==> src/rtl/arfw_defs.svh <==
`ifndef ARFW_DEFS_SVH
`define ARFW_DEFS_SVH

// ----------------------------------------
// Register byte offsets (index times four)
// ----------------------------------------
`define ARFW_IDX_RES_LOW 8'hbe
`define ARFW_IDX_RES_HIGH 8'hbf
`define ARFW_ADDR_RES_LOW 12'h2f8
`define ARFW_ADDR_RES_HIGH 12'h2fc
`define ARFW_ADDR_UPPER_HIGH 12'h300
`define ARFW_ADDR_UPPER_LOW 12'h304
`define ARFW_ADDR_LOWER_HIGH 12'h308
`define ARFW_ADDR_LOWER_LOW 12'h30c
`define ARFW_ADDR_CTRL 12'h310
`define ARFW_ADDR_STATUS 12'h314
`define ARFW_ADDR_MASK 12'h318

// ----------------------------------------
// Field positions and reset values
// ----------------------------------------
`define ARFW_CTRL_LJUST 0
`define ARFW_CTRL_DIFF 1
`define ARFW_ST_WIN 0
`define ARFW_ST_DONE 1
`define ARFW_RST_BYTE 8'h00
`define ARFW_RST_LIMIT 8'hff
`define ARFW_RST_UPPER 8'h00

`endif

==> src/rtl/arfw_pkg.sv <==
package arfw_pkg;
    typedef logic [7:0] arfw_byte_t;
    typedef logic [1:0] arfw_evt_t;
    typedef enum logic [1:0] {
        ARFW_IDLE = 2'h1,
        ARFW_ACCESS = 2'h2
    } arfw_apb_state_t;
endpackage

==> src/rtl/arfw_result_if.sv <==
`timescale 1ns/1ps
// Formatted result pair passed from the formatter to the register file
interface arfw_result_if;
    logic [7:0] res_high;
    logic [7:0] res_low;
    logic valid;
    modport src (output res_high, output res_low, output valid);
    modport dst (input res_high, input res_low, input valid);
endinterface

==> src/rtl/arfw_formatter.sv <==
`timescale 1ns/1ps
`include "arfw_defs.svh"
// Registers the justified result pair one cycle after end of conversion
module arfw_formatter #(
    parameter int RES_W = 12
) (
    input wire logic clk_sys,
    input wire logic reset,
    input wire logic conv_done,
    input wire logic [RES_W-1:0] conv_data,
    input wire logic left_justify_select,
    input wire logic diff_mode,
    arfw_result_if.src res
);
    // ----------------------------------------
    // Justification
    // ----------------------------------------
    logic [3:0] sign_nib;
    logic [7:0] nxt_high;
    logic [7:0] nxt_low;
    assign sign_nib = diff_mode ? {4{conv_data[11]}} : 4'h0;
    assign nxt_high = left_justify_select ? conv_data[11:4]
                                          : {sign_nib, conv_data[11:8]};
    assign nxt_low = left_justify_select ? {conv_data[3:0], 4'h0}
                                         : conv_data[7:0];

    // Capture only on the done strobe so the pair holds between conversions
    always_ff @(posedge clk_sys or posedge reset) begin
        if (reset) begin
            res.res_high <= `ARFW_RST_BYTE;
            res.res_low <= `ARFW_RST_BYTE;
            res.valid <= 1'b0;
        end else begin
            res.valid <= conv_done;
            if (conv_done) begin
                res.res_high <= nxt_high;
                res.res_low <= nxt_low;
            end
        end
    end
endmodule

==> src/rtl/arfw_top.sv <==
// Added by the designer: the APB slave port.
`timescale 1ns/1ps
`include "arfw_defs.svh"
// Result formatting and window compare with an APB register file
module arfw_top #(
    parameter int RES_W = 12
) (
    input wire logic clk_sys,
    input wire logic reset,
    input wire logic conv_done,
    input wire logic [RES_W-1:0] conv_data,
    input wire logic psel,
    input wire logic penable,
    input wire logic pwrite,
    input wire logic [11:0] paddr,
    input wire logic [31:0] pwdata,
    output logic [31:0] prdata,
    output logic pready,
    output logic pslverr,
    output logic window_compare_flag,
    output logic irq
);
    // ----------------------------------------
    // Registers
    // ----------------------------------------
    arfw_pkg::arfw_byte_t upper_limit_high_byte_ff;
    arfw_pkg::arfw_byte_t upper_limit_low_byte_ff;
    arfw_pkg::arfw_byte_t lower_limit_high_byte_ff;
    arfw_pkg::arfw_byte_t lower_limit_low_byte_ff;
    arfw_pkg::arfw_byte_t res_high_ff;
    arfw_pkg::arfw_byte_t res_low_ff;
    logic [1:0] ctrl_ff;
    arfw_pkg::arfw_evt_t status_ff;
    arfw_pkg::arfw_evt_t mask_ff;
    logic cmp_pending_ff;

    arfw_result_if res_bus ();

    arfw_formatter #(
        .RES_W(RES_W)
    ) u_fmt (
        .clk_sys(clk_sys),
        .reset(reset),
        .conv_done(conv_done),
        .conv_data(conv_data),
        .left_justify_select(ctrl_ff[`ARFW_CTRL_LJUST]),
        .diff_mode(ctrl_ff[`ARFW_CTRL_DIFF]),
        .res(res_bus)
    );

    // ----------------------------------------
    // Bus decode
    // ----------------------------------------
    logic acc;
    logic wr;
    logic hit;
    assign acc = psel & penable & ~pready;
    // Writes land at the edge where the master samples pready high, never earlier
    assign wr = psel & penable & pready & pwrite;

    function automatic logic is_addr(input logic [11:0] a, input logic [11:0] ref_a);
        is_addr = (a == ref_a);
    endfunction

    logic w_rl;
    logic w_rh;
    logic w_uh;
    logic w_ul;
    logic w_lh;
    logic w_ll;
    logic w_ct;
    logic w_st;
    logic w_mk;
    assign w_rl = wr & is_addr(paddr, `ARFW_ADDR_RES_LOW);
    assign w_rh = wr & is_addr(paddr, `ARFW_ADDR_RES_HIGH);
    assign w_uh = wr & is_addr(paddr, `ARFW_ADDR_UPPER_HIGH);
    assign w_ul = wr & is_addr(paddr, `ARFW_ADDR_UPPER_LOW);
    assign w_lh = wr & is_addr(paddr, `ARFW_ADDR_LOWER_HIGH);
    assign w_ll = wr & is_addr(paddr, `ARFW_ADDR_LOWER_LOW);
    assign w_ct = wr & is_addr(paddr, `ARFW_ADDR_CTRL);
    assign w_st = wr & is_addr(paddr, `ARFW_ADDR_STATUS);
    assign w_mk = wr & is_addr(paddr, `ARFW_ADDR_MASK);

    // Read mux; narrow registers sit in the low bits
    logic [31:0] rd_mux;
    assign hit = is_addr(paddr, `ARFW_ADDR_RES_LOW) | is_addr(paddr, `ARFW_ADDR_RES_HIGH)
               | is_addr(paddr, `ARFW_ADDR_UPPER_HIGH) | is_addr(paddr, `ARFW_ADDR_UPPER_LOW)
               | is_addr(paddr, `ARFW_ADDR_LOWER_HIGH) | is_addr(paddr, `ARFW_ADDR_LOWER_LOW)
               | is_addr(paddr, `ARFW_ADDR_CTRL) | is_addr(paddr, `ARFW_ADDR_STATUS)
               | is_addr(paddr, `ARFW_ADDR_MASK);
    assign rd_mux = is_addr(paddr, `ARFW_ADDR_RES_LOW) ? {24'h0, res_low_ff}
                  : is_addr(paddr, `ARFW_ADDR_RES_HIGH) ? {24'h0, res_high_ff}
                  : is_addr(paddr, `ARFW_ADDR_UPPER_HIGH) ? {24'h0, upper_limit_high_byte_ff}
                  : is_addr(paddr, `ARFW_ADDR_UPPER_LOW) ? {24'h0, upper_limit_low_byte_ff}
                  : is_addr(paddr, `ARFW_ADDR_LOWER_HIGH) ? {24'h0, lower_limit_high_byte_ff}
                  : is_addr(paddr, `ARFW_ADDR_LOWER_LOW) ? {24'h0, lower_limit_low_byte_ff}
                  : is_addr(paddr, `ARFW_ADDR_CTRL) ? {30'h0, ctrl_ff}
                  : is_addr(paddr, `ARFW_ADDR_STATUS) ? {30'h0, status_ff}
                  : is_addr(paddr, `ARFW_ADDR_MASK) ? {30'h0, mask_ff}
                  : 32'h0;

    // APB answer: one wait state, pready pulses in the second access cycle
    always_ff @(posedge clk_sys or posedge reset) begin
        if (reset) begin
            pready <= 1'b0;
            pslverr <= 1'b0;
            prdata <= 32'h0;
        end else begin
            pready <= acc;
            pslverr <= acc & ~hit;
            prdata <= (acc & ~pwrite) ? rd_mux : 32'h0;
        end
    end

    // ----------------------------------------
    // Limit words and control
    // ----------------------------------------
    always_ff @(posedge clk_sys or posedge reset) begin
        if (reset) begin
            upper_limit_high_byte_ff <= `ARFW_RST_UPPER;
            upper_limit_low_byte_ff <= `ARFW_RST_UPPER;
            lower_limit_high_byte_ff <= `ARFW_RST_LIMIT;
            lower_limit_low_byte_ff <= `ARFW_RST_LIMIT;
            ctrl_ff <= 2'h0;
            mask_ff <= 2'h0;
        end else begin
            if (w_uh) upper_limit_high_byte_ff <= pwdata[7:0];
            if (w_ul) upper_limit_low_byte_ff <= pwdata[7:0];
            if (w_lh) lower_limit_high_byte_ff <= pwdata[7:0];
            if (w_ll) lower_limit_low_byte_ff <= pwdata[7:0];
            if (w_ct) ctrl_ff <= pwdata[1:0];
            if (w_mk) mask_ff <= pwdata[1:0];
        end
    end

    // Result pair: converter result wins over a software write in the same cycle
    always_ff @(posedge clk_sys or posedge reset) begin
        if (reset) begin
            res_high_ff <= `ARFW_RST_BYTE;
            res_low_ff <= `ARFW_RST_BYTE;
            cmp_pending_ff <= 1'b0;
        end else begin
            cmp_pending_ff <= res_bus.valid;
            if (res_bus.valid) begin
                res_high_ff <= res_bus.res_high;
                res_low_ff <= res_bus.res_low;
            end else begin
                if (w_rh) res_high_ff <= pwdata[7:0];
                if (w_rl) res_low_ff <= pwdata[7:0];
            end
        end
    end

    // ----------------------------------------
    // Window compare
    // ----------------------------------------
    // Compare the justified pair, so limits use the same format
    logic [15:0] res_word;
    logic [15:0] gt_word;
    logic [15:0] lt_word;
    logic below_lt;
    logic above_gt;
    logic in_alarm;
    assign res_word = {res_high_ff, res_low_ff};
    assign gt_word = {upper_limit_high_byte_ff, upper_limit_low_byte_ff};
    assign lt_word = {lower_limit_high_byte_ff, lower_limit_low_byte_ff};
    assign below_lt = res_word < lt_word;
    assign above_gt = res_word > gt_word;
    assign in_alarm = (lt_word <= gt_word) ? (below_lt | above_gt)
                                           : (below_lt & above_gt);

    // Sticky events; set wins over write-one-to-clear
    arfw_pkg::arfw_evt_t evt;
    arfw_pkg::arfw_evt_t nxt_status;
    assign evt[`ARFW_ST_WIN] = cmp_pending_ff & in_alarm;
    assign evt[`ARFW_ST_DONE] = cmp_pending_ff;
    assign nxt_status = (status_ff & ~(w_st ? pwdata[1:0] : 2'h0)) | evt;

    always_ff @(posedge clk_sys or posedge reset) begin
        if (reset) begin
            status_ff <= 2'h0;
            window_compare_flag <= 1'b0;
            irq <= 1'b0;
        end else begin
            status_ff <= nxt_status;
            window_compare_flag <= nxt_status[`ARFW_ST_WIN];
            irq <= |(nxt_status & mask_ff);
        end
    end
endmodule

==> config.mk <==
export PLATFORM = sky130hd
export DESIGN_NAME = arfw_top
export DESIGN_NICKNAME = d
export VERILOG_FILES = /design/src/rtl/arfw_pkg.sv /design/src/rtl/arfw_result_if.sv /design/src/rtl/arfw_formatter.sv /design/src/rtl/arfw_top.sv
export VERILOG_INCLUDE_DIRS = /design/src /design/src/rtl
export SDC_FILE = /design/constraint.sdc
export NUM_CORES = 1
export LEC_CHECK = 0
export BUFFER_PORTS_ARGS = -buffer_cell sky130_fd_sc_hd__buf_2
export CAP_MARGIN = 20
export CORE_MARGIN = 3
export CORE_UTILIZATION = 30
export DETAILED_ROUTE_END_ITERATION = 16
export HOLD_SLACK_MARGIN = 0.15
export RECOVER_POWER = 25
export REMOVE_ABC_BUFFERS = 1
export SLEW_MARGIN = 25
export SYNTH_ARGS = -nofsm -noshare
export SYNTH_HDL_FRONTEND = slang
export SYNTH_SLANG_ARGS = --single-unit
==> constraint.sdc <==
create_clock -name clk_sys -period 4.5 [get_ports clk_sys]
set_input_delay 0.225 -clock clk_sys [delete_from_list [all_inputs] [get_ports clk_sys]]
set_output_delay 0.225 -clock clk_sys [all_outputs]
set_load 0.1 [all_outputs]
# == Yosys cells after proc, flatten, opt, wreduce, memory -nomap -nowiden ==
# Index checks and enable logic that the tools add are counted.
# word_totals
regBits,84
latch_bits,0
ram_bits,0
romBits,0
input_bits,62
out_inout_bits,36
wordCells,85
n_memories,0
# op_classes
add_sub_neg,0
mul,0
div,0
n_lt_le_gt_ge,3
n_eq_ne,9
n_shift,0
muxes,19
bitwise,33
reduce_logical,3
# op_table
cell,count
== test 12 x 10 -> 1 bit (second input constant),9
two-way mux 8 bit,13
AND 1 bit,17
greater-than comparator 16 bit,1
less-or-equal comparator 16 bit,1
< comparator 16 bit,1
bitwise OR 1 bit,9
two-way mux 2 bit,4
AND 2 bit,2
two-way mux 4 bit,1
nonzero test 2 bit,2
inverter 1 bit,3
inverter 2 bit,1
bitwise OR 2 bit,1
OR reduction 2 bit,1
two-way mux 1 bit,1

# == Longest topological paths before layout ==
# logic_depth
word_depth,11
ltp_mapped,9
mapped_depth_nobuf,9

# == By module ==
# Synthesis repeated with hierarchy kept, for this count alone.
# hier_totals
cells_unflattened,542
hier_area_um2,5157.4
# modules_own_cells
module,instances,cells_each,area_each_um2,seq_area_each_um2
arfw_top,1,475,4415.5,1671.6
arfw_formatter,1,67,742.0,425.4

# == Least setup slack after synthesis ==
# No wires, ideal clock.
# synth_timing
kind,reg2reg
from,register pready
to,register lower_limit_high_byte_ff[0]
arrival_time_ns,2.215
path_slack_ns,2.203
stages_incl_launch_ff,5
cell_sequence,dfrtp_1 nand4_1 nor3_2 nand3_1 mux2_2
# synth_via
elab_chain_cells,3
# synth_rtl
item,line,source
from (decl),arfw_top.sv:18,"output logic pready,"
from (signal assigned),arfw_top.sv:105,pready <= 1'b0;
from (signal assigned),arfw_top.sv:109,pready <= acc;
AND 1 bit (2 in a row),arfw_top.sv:59,assign wr = psel & penable & pready & pwrite;
AND 1 bit,arfw_top.sv:78,"assign w_lh = wr & is_addr(paddr, `ARFW_ADDR_LOWER_HIGH);"
to (signal assigned),arfw_top.sv:122,lower_limit_high_byte_ff <= `ARFW_RST_LIMIT;
to (signal assigned),arfw_top.sv:129,if (w_lh) lower_limit_high_byte_ff <= pwdata[7:0];
to (decl),arfw_top.sv:28,arfw_pkg::arfw_byte_t lower_limit_high_byte_ff;
# Every way passes these cells.
# A chain may end at the register's enable or synchronous reset.

# == Final worst setup path ==
# layout_timing
from,register lower_limit_high_byte_ff[1]
to,register irq
# layout_via
elab_chain_cells,7
word_cells_on_any_way,9
classes_between,order compare (2); mux (1); bitwise (5); reduce/logical (1)
# layout_rtl
item,line,source
< comparator 16 bit,arfw_top.sv:167,assign below_lt = res_word < lt_word;
AND 1 bit or bitwise OR 1 bit (tied branches),"arfw_top.sv:170, arfw_top.sv:169",
two-way mux 1 bit (*),arfw_top.sv:169,assign in_alarm = (lt_word <= gt_word) ? (below_lt | above_gt)
AND 1 bit (*),arfw_top.sv:175,assign evt[`ARFW_ST_WIN] = cmp_pending_ff & in_alarm;
bitwise OR 2 bit (*),arfw_top.sv:177,assign nxt_status = (status_ff & ~(w_st ? pwdata[1:0] : 2'h0)) | evt;
AND 2 bit (*),arfw_top.sv:187,irq <= |(nxt_status & mask_ff);
OR reduction 2 bit (*),arfw_top.sv:187,
to (signal assigned),arfw_top.sv:187,
to (decl),arfw_top.sv:21,output logic irq
# Mark *: on every way between the ends. The rest lies on a longest branch, timed or not.

==> impl_metrics.yaml <==
timing:
  tightest_slew_ns: 1.284
  tns_ns: 0
  fmax_mhz: 420.3
  drv_slew: 0
  fin_crit_ns: 2.379
  fin_skew_ns: 0.008477
  timing.final.crit_share: 0.5287
  fin_hold_ws_ns: 0.1815
  fin_ws_ns: 2.121
  hold_violations: 0
  rsz0062_at_grt: "no"
  slew_headroom: 0.1395
  final-setup-viol-count: 0
synth:
  synthCells: 519
  synth_top_area_frac: 0.3185
  ys_seq_area_frac: 0.3984
  ys_seq_elements: 83
  async_reset_ff_frac: 1.000
  yosysWarnings: 0
  synth_cell_types: 55
  synth_edf_count: 0
  syn_area_sq_um: 5264
  synthFlopType: "dfrtp_1"
  yosysTopAreaCell: "dfrtp_1"
  avgSynthCellArea_sq_um: 10.14
  synth_area_leaders: "dfrtp_1 (32%), ha_1 (11%), dfstp_2 (8.0%)"
drt:
  highest-signal-layer: "met4"
  dr_wl_met2_um: 6240
  wl_per_cell_um: 16.52
  vias: 3939
  met3WireLength_um: 583
  ant_nets: 0
  vias_per_cell: 4.973
  drcViolationCount: 0
  m1WireLength_um: 6060
  drtIter0Drc: 180
  routed_wl_um: 13080
  first_pass_iters: 4
clocking:
  cts_resized: 0
  cts_setup_buffers: 0
  clk_latency_ns: 0.35
  htreeDepth: 3
  cts_buffer_depth: 2
  cts.sinks: 83
  cts.hold.buffers_added: 7
  root_buffer: "clkbuf_16"
  clk_pin_slew_worst_paths_ns: 0.06
  numCtsBuffers: 9
  cts_tree: "yes"
layout:
  layout.nets: 677
  layout-drive-gt1-share: 0.2133
  n_antenna_cell: 0
  syn_to_final_growth_pct: 12.86
  final_area_sq_um: 5941
power:
  power.leakage_nw: 2.654
  ir_drop_mv: 0.1611
  cellPowerDensity_nw_per_um2: 299.3
grt:
  grt_pass1_wl_um: 21360
  grt_max_degree: 57
  grt_pass1_vias: 4002
  grt.overflow.total: 0
  antenna_found_initial: 0
  grtUsageTotal: 0.1392
critical_path:
  path_class: "reg -> reg"
  cp_slowest_cell: "dfstp_2"
  cpMostUsedCell: "a21o_1"
  worstPathCellList: "inv_1 > ha_1 > a21o_1 > a21o_1 > a21oi_1 > o21ai_0 > a21o_1 > maj3_1 > a211oi_1"
  crit_path_end_kind: "register"
  startpoint_type: "register"
  path_buf_inv: 1
  path_delay_family: "compound AO/OA/AOI/OAI gates"
  critPathMaxStageDelay_ns: 0.55
  worstPathMaxFanout: 4
  critPathRequiredTime_ns: 4.76
  arrival_ns: 2.64
status:
  status: "completed"
die:
  die_x_um: 138.5
  pin_count: 98
  die_h_um: 138.5
  rows: 47
  dieArea_sq_um: 19170
  core_sq_um: 16880
  start_util: 0.3119
placement:
  pre_cts_slack_ns: 2.125
  hpwl_um: 10090
  portBuffers: 49
  place_area_sq_um: 5615
  gp_congestion: 0.8990
flow_run:
  maxCapViolCount: 0
hold_path:
  hold_path.class: "in -> reg"
==> final timing paths <==
kind | from | endpoint | slack, ns | cells past startpoint
worst min-delay path | conv_data[11] | u_fmt.res.res_high[7]$_DFFE_PP0P_ | 0.18 | 3
min in group asynchronous | reset | upper_limit_low_byte_ff[3]$_DFFE_PP0P_ | 0.70 | 3
worst max register to register | lower_limit_high_byte_ff[1]$_DFFE_PP1P_ | irq$_DFF_PP0_ | 2.12 | 9
worst max-delay path | lower_limit_high_byte_ff[1]$_DFFE_PP1P_ | irq$_DFF_PP0_ | 2.12 | 9
worst min register to register | u_fmt.res.res_low[2]$_DFFE_PP0P_ | res_low_ff[2]$_DFFE_PP0P_ | 0.49 | 2
max in group asynchronous | reset | prdata[1]$_DFF_PP0_ | 2.53 | 4
==> metal layers <==
metal / GRT usage / up-vias
li1: - / 1897
met1: 0.1833 / 1932
met2: 0.2300 / 94
met3: 0.03177 / 16
met4: 0.04056 / 0
met5: 0 / -
==> worst reg2reg max path: stages (launching register included) <==
cell and delay [ns]:
dfstp_2 0.55, inv_1 0.05, ha_1 0.30, a21o_1 0.17, a21o_1 0.18, a21oi_1 0.16
o21ai_0 0.09, a21o_1 0.17, maj3_1 0.41, a211oi_1 0.22
==> stage by stage <==
step,power [mW],cells,util
detailed placement,1.113,770,0.3327
CTS,1.802,792,0.3528
global route,1.865,792,0.3520
global placement,1.109,770,0.3327
floorplan,1.020,500,-
finish,1.778,792,0.3520
==> report_power, final <==
group          total, mW  internal (mW)  switching [mW]
clock              0.674          0.382           0.292
combinational      0.292         0.0844           0.208
sequential         0.813          0.776          0.0370
total               1.78           1.24           0.536
==> cells by family after synthesis <==
logic type	after synthesis	synth area share
AO/OA/AOI/OAI	112	0.1310
adder cells (fa/ha/maj)	48	0.1136
buffers and inverters	89	0.08367
flip-flops	83	0.3984
multiplexers	71	0.1602
other	1	0.0007124
AND/OR/NAND/NOR	115	0.1124
==> synth_stat cells, types with 5 or more instances <==
master     n
mux4_2     7
nor2_1    33
inv_1     47
nand3_1    5
a211oi_1   5
dfstp_2   16
nand4_1   11
ha_1      47
nand2_1   37
o21ai_0   27
mux2_2    36
o211ai_1   5
a21oi_1   30
clkbuf_1   9
buf_4     25
mux2i_1   28
o21ai_1    8
a21o_1    17
dfrtp_1   67
==> placed cells by master, fill, tap and decap left out, types with 27 or more instances in the layout <==
master    n
a21oi_1  30
dfrtp_1  67
nand2_1  37
inv_1    46
mux2i_1  28
o21ai_0  27
ha_1     47
nor2_1   33
mux2_2   36
buf_2    38
==> sequential cells by signal, summed over array words and instances (netlist names), 2 cells and up <==
| register | cells |
|---|---|
| u_fmt.res.res_high | 8 |
| prdata | 8 |
| upper_limit_low_byte_ff | 8 |
| lower_limit_low_byte_ff | 8 |
| mask_ff | 2 |
| upper_limit_high_byte_ff | 8 |
| status_ff | 2 |
| ctrl_ff | 2 |
| lower_limit_high_byte_ff | 8 |
| u_fmt.res.res_low | 8 |
| res_low_ff | 8 |
| res_high_ff | 8 |
==> layout make-up <==
type	count	area (sq um)
clock buffers	10	239.0
fillers	1671	10940
repair buffers	57	309.0
clock inverters	5	30.03
well taps	220	275.3
flip-flops and latches	83	2097
multi-input cells	370	2813
inverters	47	177.7
(Power assumes the default switching activity.)
